===== src/als_pkg.sv =====
// Package: constants, field positions and types of the alarm and level-steering block
package als_pkg;

	// ------------------------------------------------------------
	// Register offsets
	// ------------------------------------------------------------
	localparam logic [7:0] ALS_OFS_CTRL     = 8'h00; // Mode and output-stage enables
	localparam logic [7:0] ALS_OFS_STAT     = 8'h01; // Live alarm and level state
	localparam logic [7:0] ALS_OFS_IRQ_ST   = 8'h02; // Sticky events, write one to clear
	localparam logic [7:0] ALS_OFS_IRQ_MASK = 8'h03; // Event enables
	localparam logic [7:0] ALS_OFS_DOUT     = 8'h04; // Digital output as driven
	localparam logic [7:0] ALS_OFS_SEL      = 8'h1e; // monitor_input_select
	localparam logic [7:0] ALS_OFS_LO_TRIG  = 8'h1f; // low_threshold_level_one
	localparam logic [7:0] ALS_OFS_LO_OUT   = 8'h20; // low_alarm_value_level_two
	localparam logic [7:0] ALS_OFS_HI_TRIG  = 8'h21; // high_threshold_level_three
	localparam logic [7:0] ALS_OFS_HI_OUT   = 8'h22; // high_alarm_output_value

	// ------------------------------------------------------------
	// Field positions
	// ------------------------------------------------------------
	localparam int ALS_CTRL_ALARM_EN = 0; // Alarm mode requested
	localparam int ALS_CTRL_LEVEL_EN = 1; // Level-steering mode requested
	localparam int ALS_CTRL_CMO_EN   = 2; // Current-mode output stage on
	localparam int ALS_CTRL_VMO_EN   = 3; // Voltage-mode output stage on
	localparam int ALS_SEL_ALARM_LSB = 5; // Alarm source in bits 7:5
	localparam int ALS_SEL_LEVEL_LSB = 5; // Level source in bits 6:5
	localparam int ALS_IRQ_LOW       = 0; // Entered low alarm
	localparam int ALS_IRQ_HIGH      = 1; // Entered high alarm
	localparam int ALS_IRQ_LEVEL     = 2; // Level code changed

	// ------------------------------------------------------------
	// Reset values
	// ------------------------------------------------------------
	localparam logic [7:0] ALS_RST_BYTE = 8'h00; // Every byte register
	localparam logic [3:0] ALS_RST_CTRL = 4'h0;  // No mode active
	localparam logic [2:0] ALS_RST_IRQ  = 3'h0;  // No events, all masked

	// ------------------------------------------------------------
	// Types
	// ------------------------------------------------------------
	// Monitored source codes
	typedef enum logic [2:0] {
		ALS_SRC_TEMP = 3'h0,
		ALS_SRC_AMP  = 3'h1,
		ALS_SRC_GAIN = 3'h2,
		ALS_SRC_VOLT = 3'h3,
		ALS_SRC_LVL0 = 3'h4,
		ALS_SRC_LVL1 = 3'h5
	} als_src_t;

	// Output mode, one-hot
	typedef enum logic [3:0] {
		ALS_ST_NORMAL = 4'h1,
		ALS_ST_LOW    = 4'h2,
		ALS_ST_HIGH   = 4'h4,
		ALS_ST_LEVEL  = 4'h8
	} als_state_t;

endpackage


===== src/als_mon_if.sv =====
// Interface: monitored value, thresholds and compare results between block parts
`timescale 1ns/1ns
`default_nettype none
interface als_mon_if;
	logic [2:0]      src;       // Selected source code
	logic [7:0]      sel_value; // Value under watch
	logic [2:0][7:0] thr;       // Thresholds, ascending
	logic [2:0]      above;     // Value above each threshold
	logic            below;     // Value below the first threshold

	modport sel (input src, output sel_value);
	modport cmp (input sel_value, input thr, output above, output below);
	modport ctl (output src, output thr, input sel_value, input above, input below);
endinterface
`default_nettype wire


===== src/als_cmp.sv =====
// Threshold comparators shared by alarm and level steering
`timescale 1ns/1ns
`default_nettype none
module als_cmp #(
	parameter int NTHR = 3 // Number of thresholds
) (
	als_mon_if.cmp mon // Value and thresholds in, results out
);
	// ------------------------------------------------------------
	// One strict compare per threshold
	// ------------------------------------------------------------
	for (genvar i = 0; i < NTHR; i++) begin : g_thr
		// Equal counts as not crossed, keeping a hysteresis-free edge
		assign mon.above[i] = mon.sel_value > mon.thr[i];
	end

	// Low alarm looks only at the first threshold
	assign mon.below = mon.sel_value < mon.thr[0];
endmodule
`default_nettype wire


===== src/als_sel.sv =====
// Monitored input multiplexer
`timescale 1ns/1ns
`default_nettype none
module als_sel (
	als_mon_if.sel          mon,    // Source code in, value out
	input  wire logic [7:0] temp_i, // temperature_amp_output
	input  wire logic [7:0] amp_i,  // input_amp_output
	input  wire logic [7:0] gain_i, // gain_stage_output
	input  wire logic [7:0] volt_i, // voltage_mode_output
	input  wire logic       lvl0_i, // level_code_bit_zero as driven
	input  wire logic       lvl1_i  // level_code_bit_one as driven
);
	// ------------------------------------------------------------
	// Source choice
	// ------------------------------------------------------------
	// A level bit is widened to a full byte so the same compares apply
	always_comb begin
		case (mon.src)
			als_pkg::ALS_SRC_TEMP: mon.sel_value = temp_i;
			als_pkg::ALS_SRC_AMP:  mon.sel_value = amp_i;
			als_pkg::ALS_SRC_GAIN: mon.sel_value = gain_i;
			als_pkg::ALS_SRC_VOLT: mon.sel_value = volt_i;
			als_pkg::ALS_SRC_LVL0: mon.sel_value = {8{lvl0_i}};
			als_pkg::ALS_SRC_LVL1: mon.sel_value = {8{lvl1_i}};
			// Unused codes fall back to the temperature path
			default:               mon.sel_value = temp_i;
		endcase
	end
endmodule
`default_nettype wire


===== src/als_top.sv =====
// Alarm and level-steering block: registers, mode control and output drive
//
// The address-and-strobe port was decided locally.
`timescale 1ns/1ns
`default_nettype none
module als_top #(
	parameter int DW = 8 // Data path width
) (
	input  wire logic          clk_i,         // 100 MHz clock
	input  wire logic          sys_rst_i,     // Synchronous reset, active high
	input  wire logic [7:0]    addr_i,        // Register address
	input  wire logic [7:0]    wdata_i,       // Write data
	input  wire logic          wr_i,          // Write strobe
	input  wire logic          rd_i,          // Read strobe
	output logic      [7:0]    rdata_o,       // Read data, cycle after strobe
	input  wire logic [DW-1:0] temp_i,        // temperature_amp_output
	input  wire logic [DW-1:0] amp_i,         // input_amp_output
	input  wire logic [DW-1:0] gain_i,        // gain_stage_output
	input  wire logic [DW-1:0] volt_i,        // voltage_mode_output
	input  wire logic [DW-1:0] normal_value_i, // Conditioned value outside alarm
	output logic      [DW-1:0] digital_output_value_o, // Digital output
	output logic               level_code_bit_zero_o,  // Level code, low bit
	output logic               level_code_bit_one_o,   // Level code, high bit
	output logic               alarm_low_o,   // Low alarm holding
	output logic               alarm_high_o,  // High alarm holding
	output logic               irq_o          // Unmasked event pending
);

	// ------------------------------------------------------------
	// State record
	// ------------------------------------------------------------
	// All flops of the block in one record
	typedef struct packed {
		logic [3:0]          ctrl;     // Mode and stage enables
		logic [7:0]          sel;      // monitor_input_select
		logic [7:0]          lo_trig;  // low_threshold_level_one
		logic [7:0]          lo_out;   // low_alarm_value_level_two
		logic [7:0]          hi_trig;  // high_threshold_level_three
		logic [7:0]          hi_out;   // high_alarm_output_value
		logic [2:0]          irq_st;   // Sticky events
		logic [2:0]          irq_mask; // Event enables
		als_pkg::als_state_t state;    // Output mode
		logic [DW-1:0]       dout;     // Driven digital output
		logic [1:0]          lvl;      // Driven level code
		logic                alm_lo;   // Low alarm flag
		logic                alm_hi;   // High alarm flag
		logic [7:0]          rdata;    // Read answer
		logic                irq;      // Interrupt line
	} als_regs_t;

	als_regs_t state_q; // Registered state
	als_regs_t state_d; // Next state

	// ------------------------------------------------------------
	// Monitor path
	// ------------------------------------------------------------
	als_mon_if mon (); // Link to selector and comparators

	logic level_mode; // Level steering in force
	logic digital_output_value_mode; // Both output stages on
	logic alarm_mode; // Alarm allowed to act

	// Mode decode from the control register
	always_comb begin
		// Level steering dominates; alarm also needs a non-digital output
		level_mode = state_q.ctrl[als_pkg::ALS_CTRL_LEVEL_EN];
		digital_output_value_mode = state_q.ctrl[als_pkg::ALS_CTRL_CMO_EN]
			& state_q.ctrl[als_pkg::ALS_CTRL_VMO_EN];
		alarm_mode = state_q.ctrl[als_pkg::ALS_CTRL_ALARM_EN]
			& ~level_mode & ~digital_output_value_mode;
	end

	// Source code depends on which mode reads the selector byte
	always_comb begin
		if (level_mode) begin
			// Two bits only, so just the four analog sources are reachable
			mon.src = {1'b0, state_q.sel[als_pkg::ALS_SEL_LEVEL_LSB +: 2]};
		end else begin
			mon.src = state_q.sel[als_pkg::ALS_SEL_ALARM_LSB +: 3];
		end
	end

	// Threshold bytes feed both modes with the same ascending order
	// One driver for the whole vector; index 0 is the lowest threshold
	assign mon.thr = {state_q.hi_trig, state_q.lo_out, state_q.lo_trig};

	// Narrow the monitored inputs to the byte-wide compare path
	als_sel u_sel (
		.mon    (mon.sel),
		.temp_i (temp_i[7:0]),
		.amp_i  (amp_i[7:0]),
		.gain_i (gain_i[7:0]),
		.volt_i (volt_i[7:0]),
		.lvl0_i (state_q.lvl[0]),
		.lvl1_i (state_q.lvl[1])
	);

	als_cmp #(
		.NTHR (3)
	) u_cmp (
		.mon (mon.cmp)
	);

	// ------------------------------------------------------------
	// Next-state logic
	// ------------------------------------------------------------
	logic                wr_sel;   // Write to selector byte
	logic [2:0]          clr_mask; // Bits being cleared by software
	logic [2:0]          events;   // Events of this cycle
	logic [1:0]          lvl_code; // Level code from compares
	als_pkg::als_state_t target;   // Mode wanted now

	always_comb begin
		state_d  = state_q;
		wr_sel   = 1'b0;
		clr_mask = 3'h0;
		events   = 3'h0;

		// Register writes
		if (wr_i) begin
			case (addr_i)
				als_pkg::ALS_OFS_CTRL:     state_d.ctrl     = wdata_i[3:0];
				als_pkg::ALS_OFS_IRQ_ST:   clr_mask         = wdata_i[2:0];
				als_pkg::ALS_OFS_IRQ_MASK: state_d.irq_mask = wdata_i[2:0];
				als_pkg::ALS_OFS_SEL: begin
					state_d.sel = wdata_i;
					wr_sel      = 1'b1;
				end
				als_pkg::ALS_OFS_LO_TRIG:  state_d.lo_trig  = wdata_i;
				als_pkg::ALS_OFS_LO_OUT:   state_d.lo_out   = wdata_i;
				als_pkg::ALS_OFS_HI_TRIG:  state_d.hi_trig  = wdata_i;
				als_pkg::ALS_OFS_HI_OUT:   state_d.hi_out   = wdata_i;
				// Writes elsewhere are dropped
				default: ;
			endcase
		end

		// Level code: each crossed threshold steps the code up by one
		if (mon.above[2]) begin
			lvl_code = 2'h3;
		end else if (mon.above[1]) begin
			lvl_code = 2'h2;
		end else if (mon.above[0]) begin
			lvl_code = 2'h1;
		end else begin
			lvl_code = 2'h0;
		end

		// Mode wanted from the compares; low is checked first in case
		// software set the triggers the wrong way round
		if (level_mode) begin
			target = als_pkg::ALS_ST_LEVEL;
		end else if (alarm_mode && mon.below) begin
			target = als_pkg::ALS_ST_LOW;
		end else if (alarm_mode && mon.above[2]) begin
			target = als_pkg::ALS_ST_HIGH;
		end else begin
			// In range again, or alarm disabled
			target = als_pkg::ALS_ST_NORMAL;
		end
		state_d.state = target;

		// Events on entry to each alarm and on every level step
		events[als_pkg::ALS_IRQ_LOW]  = (target == als_pkg::ALS_ST_LOW)
			&& (state_q.state != als_pkg::ALS_ST_LOW);
		events[als_pkg::ALS_IRQ_HIGH] = (target == als_pkg::ALS_ST_HIGH)
			&& (state_q.state != als_pkg::ALS_ST_HIGH);
		events[als_pkg::ALS_IRQ_LEVEL] = (target == als_pkg::ALS_ST_LEVEL)
			&& (lvl_code != state_q.lvl);

		// Output drive per mode
		case (target)
			als_pkg::ALS_ST_LOW: begin
				state_d.dout   = DW'(state_q.lo_out);
				state_d.lvl    = 2'h0;
				state_d.alm_lo = 1'b1;
				state_d.alm_hi = 1'b0;
			end
			als_pkg::ALS_ST_HIGH: begin
				state_d.dout   = DW'(state_q.hi_out);
				state_d.lvl    = 2'h0;
				state_d.alm_lo = 1'b0;
				state_d.alm_hi = 1'b1;
			end
			als_pkg::ALS_ST_LEVEL: begin
				// Output value is untouched; only the pins carry the code
				state_d.dout   = normal_value_i;
				state_d.lvl    = lvl_code;
				state_d.alm_lo = 1'b0;
				state_d.alm_hi = 1'b0;
			end
			als_pkg::ALS_ST_NORMAL: begin
				state_d.dout   = normal_value_i;
				state_d.lvl    = 2'h0;
				state_d.alm_lo = 1'b0;
				state_d.alm_hi = 1'b0;
			end
			// Unreachable codes go back to plain output
			default: begin
				state_d.dout   = normal_value_i;
				state_d.lvl    = 2'h0;
				state_d.alm_lo = 1'b0;
				state_d.alm_hi = 1'b0;
			end
		endcase

		// Sticky events: a new event beats a clear in the same cycle
		state_d.irq_st = (state_q.irq_st & ~clr_mask) | events;
		state_d.irq    = |(state_d.irq_st & state_d.irq_mask);

		// Read answer, held for the single cycle after the strobe
		state_d.rdata = 8'h00;
		if (rd_i) begin
			case (addr_i)
				als_pkg::ALS_OFS_CTRL:     state_d.rdata = {4'h0, state_q.ctrl};
				als_pkg::ALS_OFS_STAT:     state_d.rdata = {state_q.state,
					state_q.lvl, state_q.alm_hi, state_q.alm_lo};
				als_pkg::ALS_OFS_IRQ_ST:   state_d.rdata = {5'h00, state_q.irq_st};
				als_pkg::ALS_OFS_IRQ_MASK: state_d.rdata = {5'h00, state_q.irq_mask};
				als_pkg::ALS_OFS_DOUT:     state_d.rdata = state_q.dout[7:0];
				als_pkg::ALS_OFS_SEL:      state_d.rdata = state_q.sel;
				als_pkg::ALS_OFS_LO_TRIG:  state_d.rdata = state_q.lo_trig;
				als_pkg::ALS_OFS_LO_OUT:   state_d.rdata = state_q.lo_out;
				als_pkg::ALS_OFS_HI_TRIG:  state_d.rdata = state_q.hi_trig;
				als_pkg::ALS_OFS_HI_OUT:   state_d.rdata = state_q.hi_out;
				// Unmapped addresses read as zero
				default:                   state_d.rdata = 8'h00;
			endcase
		end
	end

	// ------------------------------------------------------------
	// State register
	// ------------------------------------------------------------
	// Synchronous reset to idle with every byte cleared
	always_ff @(posedge clk_i) begin
		if (sys_rst_i) begin
			state_q.ctrl     <= als_pkg::ALS_RST_CTRL;
			state_q.sel      <= als_pkg::ALS_RST_BYTE;
			state_q.lo_trig  <= als_pkg::ALS_RST_BYTE;
			state_q.lo_out   <= als_pkg::ALS_RST_BYTE;
			state_q.hi_trig  <= als_pkg::ALS_RST_BYTE;
			state_q.hi_out   <= als_pkg::ALS_RST_BYTE;
			state_q.irq_st   <= als_pkg::ALS_RST_IRQ;
			state_q.irq_mask <= als_pkg::ALS_RST_IRQ;
			state_q.state    <= als_pkg::ALS_ST_NORMAL;
			state_q.dout     <= '0;
			state_q.lvl      <= 2'h0;
			state_q.alm_lo   <= 1'b0;
			state_q.alm_hi   <= 1'b0;
			state_q.rdata    <= 8'h00;
			state_q.irq      <= 1'b0;
		end else begin
			state_q <= state_d;
		end
	end

	// ------------------------------------------------------------
	// Outputs, each straight from a flop
	// ------------------------------------------------------------
	assign rdata_o                = state_q.rdata;
	assign digital_output_value_o = state_q.dout;
	assign level_code_bit_zero_o  = state_q.lvl[0];
	assign level_code_bit_one_o   = state_q.lvl[1];
	assign alarm_low_o            = state_q.alm_lo;
	assign alarm_high_o           = state_q.alm_hi;
	assign irq_o                  = state_q.irq;

endmodule
`default_nettype wire


===== config.mk =====
export PLATFORM = sky130hd
export DESIGN_NAME = als_top
export DESIGN_NICKNAME = d
export VERILOG_FILES = /design/src/als_pkg.sv /design/src/als_mon_if.sv /design/src/als_cmp.sv /design/src/als_sel.sv /design/src/als_top.sv
export SDC_FILE = /design/constraint.sdc
export NUM_CORES = 1
export LEC_CHECK = 0
export BUFFER_PORTS_ARGS = -buffer_cell sky130_fd_sc_hd__buf_2
export CORE_MARGIN = 2
export CORE_UTILIZATION = 44
export DETAILED_ROUTE_END_ITERATION = 6
export PLACE_DENSITY = 0.66
export SLEW_MARGIN = 20
export SYNTH_ARGS = -nofsm -noshare
export SYNTH_HDL_FRONTEND = slang
export SYNTH_SLANG_ARGS = --single-unit

===== constraint.sdc =====
create_clock -name clk_i -period 9.3 [get_ports clk_i]
set_clock_uncertainty 0.2 [all_clocks]
set_input_delay 0.93 -clock clk_i [delete_from_list [all_inputs] [get_ports clk_i]]
set_output_delay 0.93 -clock clk_i [all_outputs]
set_load 0.03 [all_outputs]

==> summary.txt, run 1 <==
Layout
  • Sequential cell area: ~0.0015 mm^2
  • # nets final: between 600 and 700
  • N_diodes: 0
  • Fill cell count: between 900 and 1000
  • Layout cells sized above 1: 21.9%
  • Multi-input gate area: ~0.0025 mm^2
  • Fin cells: roughly 700
  • Area Overhead vs Synth: 13.7%

Global routing
  • Gr usage total: between 20% and 30%
  • First-pass GRT wire length: approximately 20000 um
  • Vias in the first global route: around 3700
  • Initial antenna violation count: 0
  • Largest net degree at the start of global routing: 67
  • Gr ovfl total: 0

Worst setup path
  • Reg2Reg Setup Slack: approximately 4.4 ns
  • Critical path's largest stage delay: ~0.87 ns
  • Worst path cell trace: nor2b_1 > mux2_4 > nor2_1 > o21ai_0 > o21a_1 > ha_1 > or2_2 > a21oi_1 > a21oi_1 > nand4bb_1 > a32oi_1 > nand2b_1 > o211ai_2
  • Slowest CP cell: nand4bb_1
  • Kind of critical path: register to register
  • Highest net fanout along the worst path: 22
  • Critical Path RT: 9.34 ns
  • Worst setup SP type: register
  • CP endpoint kind: register
  • Crit path arrival time: about 4.9 ns
  • CP dominant cell by count: a21oi_1

Pwr
  • Leakage dissipation: between 2 and 2.5 nW
  • Power share of the combinational group: roughly 9%
  • Clk network pwr share: between 40% and 50%
  • Psw: 0.161 mW
  • Int Pwr: about 0.53 mW
  • Seq pwr share: between 40 and 50%
  • Sw Share: between 20% and 30%
  • P per Cell Area: between 100 and 150 mW/mm^2
  • Max rail drop VDD: about 0.000074 V
  • Design Power: around 0.7 mW

Status
  • Status: finished clean

Worst hold path
  • Type of the most critical hold path: register to register

Synthesis
  • Cell Area, Synth: 0.00438 mm^2
  • Ys async rst share: 0%
  • Syn avg cell area: ~8.9 um^2
  • Yosys cell types: 61
  • Sequential fraction of the synthesis area: about a third
  • Post-synth top cells: nor2_1 (79), dfxtp_1 (75), mux2i_1 (73)
  • Synth Warn #: 0
  • Post-synth top area share: between 30% and 40%
  • #FFs+latches synth: between 70 and 80
  • Post-synth EDFFs: 0
  • Most frequent cell after synthesis: nor2_1
  • Mapped Cells: between 400 and 500
  • Syn nets: about 580
  • Ys flop type: dfxtp_1
  • Area leader, netlist: dfxtp_1
  • Area contributors post-synth: dfxtp_1 (34%), mux2i_1 (17%), nor2_1 (6.8%)

Floorplanning
  • Initial core utilization: between 40 and 50%
  • Die Span X: 104 um
  • Die area: 0.0108 mm^2
  • Core area: roughly 0.0097 mm^2
  • I/O pin cnt: 81
  • FP Rows: 36
  • Die extent in y: slightly above 100 um

CTS
  • # hold bufs at CTS: 0
  • Cts repair resizes: 0
  • Worst-path clk slew: ~0.080 ns
  • CTS Sinks: between 70 and 80
  • CTS tree: built
  • Bufs on Longest Clock Path: 2
  • Cts bufs inserted: 9
  • Clk root buf: clkbuf_8
  • # Post-CTS Setup Buffers: 0
  • H-tree lvl count: 3
  • Skew-Pair Late Insertion Delay: around 0.36 ns

Routing
  • Average vias per placed instance: ~5.4
  • Drt first pass iters: 5
  • Iter 0 DRT Violations: between 200 and 300
  • Drt total wl: approximately 12000 um
  • Via count: around 3700
  • WL per Instance: 17.9 um
  • Detail Route Antenna Nets: 0
  • # DRC: 0

Timing
  • Fmax achieved: 0.205 GHz
  • Setup TNS: 0 ns
  • Slew margin rel.: 32.8%
  • Post-route minimum period: 4.89 ns
  • Final period util: between 50% and 60%
  • Final Max Tran Viols: 0
  • Final Hold Fails: 0
  • RSZ-0062 raised after global routing: false
  • Actual slew at the worst max-slew pin: roughly 1.0 ns
  • Setup violations, final: 0

Run
  • Max cap viols: 0

Placement
  • DP HPWL: ~9000 um
  • Placed instance count: ~670
  • Port buffer count: 80
  • Gpl congestion: 0.847
-- metal layers --
| metal | vias to the layer above | GRT usage, % | part of all wire, % |
|---|---|---|---|
| met5 | - | 0 | 0 |
| met4 | 0 | 6.27 | 1.5 |
| met3 | 13 | 4.66 | 5.5 |
| met2 | 109 | 39.3 | 48 |
| met1 | 1775 | 29.4 | 45 |
| li1 | 1834 | - | - |
-- worst paths after layout --
kind,startpoint,to,cells past startpoint
min,state_q[23],rdata_o[6],2
max,level_mode,irq_o,13
min reg2reg,state_q[23],rdata_o[6],2
max reg2reg,level_mode,irq_o,13
-- placed cells by master (no fill, tap or decap), types with 10 or more instances in the layout --
cell      instances
a211oi_1         10
a21oi_1          25
buf_2            80
clkbuf_8         10
dfxtp_1          75
ha_1             21
inv_1            28
mux2i_1          73
nand2_1          29
nor2_1           79
o21ai_0          20
-- critical path, delay by kind of cell, from the launching register on --
| kind | cells | cell delay [ns] |
|---|---|---|
| AO/OA/AOI/OAI | 6 | 1.17 |
| adder cells (fa/ha/maj) | 1 | 0.29 |
| flip-flops | 1 | 0.39 |
| multiplexers | 1 | 0.37 |
| AND/OR/NAND/NOR | 5 | 2.34 |
-- power groups by stage --
stage                     Clock (mW)  Sequential, mW  Combinational [mW]
after floorplan                    0           0.331              0.0405
after global placement             0           0.332              0.0620
after global routing           0.324           0.325              0.0700
final                          0.308           0.324              0.0637
after CTS                      0.314           0.324              0.0634
after detailed placement           0           0.332              0.0630
-- stage by stage --
step	setup slack [ns]	util (%)	hold WS, ns	cell area, um^2
final	4.41	51.1	0.305	4980
after global routing	3.99	51.1	0.314	4980
after CTS	4.47	51.1	0.295	4980
after detailed placement	4.48	48.6	0.291	4730
after global placement	4.66	48.6	0.271	4730
after floorplan	5.80	-	0.236	4380
-- kinds of logic (layout without fill, tap and decap cells) --
logic type | after synthesis | in the layout | share of synthesized area (%)
simple gates | 148 | 148 | 15.6
compound gates | 93 | 93 | 14.9
mux | 85 | 85 | 20.9
flops | 75 | 75 | 34.3
buf+inv | 69 | 127 | 7.72
fa+ha+maj | 21 | 21 | 6.00
xor+xnor | 3 | 3 | 0.600
-- area by class of cell --
cell class	count	area share, %
Clock inverter	4	1.96
Inverter	28	2.11
Clock buffer	12	2.92
Tap cell	133	3.34
Multi-Input combinational cell	350	51.0
Sequential cell	75	30.2
Timing Repair Buffer	83	8.50
-- registers in the layout (all words and copies together), names as in the netlist, 8 cells and up --
signal                  cells
mon.thr                    24
state_q                    29
digital_output_value_o      8
rdata_o                     8
Note: power is estimated with default switching activity, not from simulation.
==> run 2, diff against run 1 <==
ABC_AREA = 1   (was default)
PLACE_DENSITY = 0.68   (was 0.66)
clock period = 4.1 ns   (was 9.3 ns; I/O delays follow)
==> run 2 against run 1 <==
Highest routed layer unchanged; setup slack worse by 4.0 ns; synthesized cell count increased by 21%; largest power group unchanged; sequential power increased by 130%; via count grew 19%; non-clock buffer count is 1 higher; synthesized area shrank 0.37%; hold slack lost 0.13 ns.
==> summary.txt, run 2 <==
CTS
  • CTS Sinks: 75
  • Skew-Pair Late Insertion Delay: 0.35 ns
  • Cts bufs inserted: 9
  • Worst-path clk slew: 0.07 ns
  • # hold bufs at CTS: 0
  • CTS tree: built
  • H-tree lvl count: 3
  • Bufs on Longest Clock Path: 2
  • Clk root buf: clkbuf_8

Floorplanning
  • Die extent in y: just over 100 um
  • I/O pin cnt: just over 80
  • Die Span X: a little over 100 um
  • Initial core utilization: between 40% and 50%
  • Die area: around 0.011 mm^2
  • FP Rows: 36
  • Core area: approximately 0.0097 mm^2

Synthesis
  • #FFs+latches synth: 75
  • Syn nets: 680
  • Yosys cell types: 44
  • Ys flop type: dfxtp_1
  • Post-synth top cells: nand2_1 (111), dfxtp_1 (75), inv_1 (72)
  • Sequential fraction of the synthesis area: between 30% and 40%
  • Synth Warn #: 0
  • Cell Area, Synth: roughly 0.0044 mm^2
  • Ys async rst share: 0%
  • Post-synth top area share: about a third
  • Syn avg cell area: between 7 and 8 um^2
  • Mapped Cells: about 600
  • Most frequent cell after synthesis: nand2_1
  • Post-synth EDFFs: 0
  • Area contributors post-synth: dfxtp_1 (34%), nand2_1 (9.6%), a21oi_1 (6.7%)
  • Area leader, netlist: dfxtp_1

Timing
  • Setup violations, final: 0
  • Slew margin rel.: 47.9%
  • Fmax achieved: 0.274 GHz
  • RSZ-0062 raised after global routing: false
  • Post-route minimum period: between 3 and 4 ns
  • Setup TNS: 0 ns
  • Final Hold Fails: 0
  • Final Max Tran Viols: 0
  • Final WS setup: around 0.45 ns
  • Hold slack: about 0.18 ns
  • Actual slew at the worst max-slew pin: 0.780 ns
  • Final period util: roughly nine tenths

Routing
  • Drt total wl: ~14000 um
  • # DRC: 0
  • Iter 0 DRT Violations: 357
  • WL per Instance: approximately 17 um
  • Drt first pass iters: 7
  • Via count: around 4400
  • Average vias per placed instance: around 5.6
  • DRT met1 WL: between 6000 and 7000 um
  • WL met3: around 1000 um
  • WL met2: approximately 6500 um
  • Detail Route Antenna Nets: 0
  • Top Metal Used: met4

Pwr
  • Max rail drop VDD: 0.000246 V
  • Leakage dissipation: around 2 nW
  • Design Power: roughly 1.5 mW
  • P per Cell Area: between 200 and 300 mW/mm^2

Layout
  • Area Overhead vs Synth: 13.3%
  • Layout cells sized above 1: about a fifth
  • Fill cell count: slightly below 1000
  • Max reg flops: 29
  • Core Util, Final: roughly half
  • N_diodes: 0
  • Commonest non-fill, non-tap cell in the layout: nand2_1
  • Fin cells: 797
  • Finished Cell Area: around 0.0049 mm^2
  • Largest reg by FF count: state_q
  • Most frequent cells in the layout: nand2_1 (110), buf_2 (80), dfxtp_1 (75)
  • # nets final: 740

Worst setup path
  • Levels on crit path: 17
  • Critical path's largest stage delay: around 0.42 ns
  • Kind of critical path: register to register
  • R2r worst-path depth: 17
  • CP top delay family: simple AND/OR/NAND/NOR gates
  • Highest net fanout along the worst path: 17
  • Slowest CP cell: a21boi_4
  • Buffers & Inverters on Critical Path: 2
  • CP endpoint kind: register
  • Critical Path RT: between 4 and 5 ns
  • Worst path cell trace: inv_1 > nor2_2 > nand2_1 > nand2_2 > nand4_1 > o22a_1 > ha_1 > nand2_1 > inv_1 > o21bai_1 > nand3_1 > a31oi_1 > a21boi_4 > nand2_2 > nand3_4 > o21ai_0 > a41oi_2
  • Crit path arrival time: roughly 3.7 ns
  • Worst setup SP type: register

Placement
  • Placed Area: roughly 0.0047 mm^2
  • DP HPWL: roughly 10000 um
  • Port buffer count: 80
  • Gpl congestion: between 0.9 and 1
  • Placed instance count: between 700 and 800
  • Pre-CTS setup slack: about 0.39 ns

Global routing
  • Largest net degree at the start of global routing: 45
  • Initial antenna violation count: 0
  • Vias in the first global route: ~4100
  • First-pass GRT wire length: about 22000 um
  • Gr usage total: ~25%
  • Gr ovfl total: 0

Worst hold path
  • Hold Path Depth: 3
  • Type of the most critical hold path: primary input to register

Status
  • Status: finished clean

Run
  • Max cap viols: 0
## run 2: final cells by class
cell class	count	area [um^2]	share of cell area, %
Tap cell	133	166	3.37
Sequential cell	75	1500	30.4
Timing Repair Buffer	84	430	8.72
Clock inverter	2	35.0	0.709
Multi-Input combinational cell	413	2370	47.9
Clock buffer	14	153	3.09
Inverter	76	285	5.78
## run 2: path summary, 6_finish.rpt
| kind | from | endpoint | slack [ns] |
|---|---|---|---|
| max | state_q[70] | digital_output_value_o[2] | 0.45 |
| min | normal_value_i[5] | digital_output_value_o[5] | 0.18 |
| max reg2reg | state_q[70] | digital_output_value_o[2] | 0.45 |
| min reg2reg | state_q[64] | state_q[64] | 0.26 |
## run 2: cells by family after synthesis
| kind of cell | after synthesis | synth area share (%) |
|---|---|---|
| DFF | 75 | 34.4 |
| AOI/OAI and AO/OA | 156 | 23.3 |
| buffers and inverters | 111 | 11.3 |
| adders and majority gates | 21 | 6.03 |
| and+or+nand+nor | 236 | 24.9 |
## run 2: timing repair
action	CTS	global route
gates resized for setup	0	1
buffers inserted	0	0
endpoints found under the setup margin	0	4
## run 2: metal layers
layer / track usage (%) / vias up
li1: - / 2168
met1: 34.9 / 2053
met2: 41.8 / 193
met3: 4.66 / 21
met4: 5.98 / 0
met5: 0 / -
## run 2: report_power, final
| part | leakage, nW | switching (mW) | internal [mW] |
|---|---|---|---|
| clock | 0.0947 | 0.266 | 0.298 |
| combinational | 1.26 | 0.0944 | 0.0568 |
| sequential | 0.606 | 0.00361 | 0.733 |
## run 2: tightest hold or removal path: stages
cell and delay (ns):
buf_2 0.10, nand2_1 0.07, a41oi_2 0.10
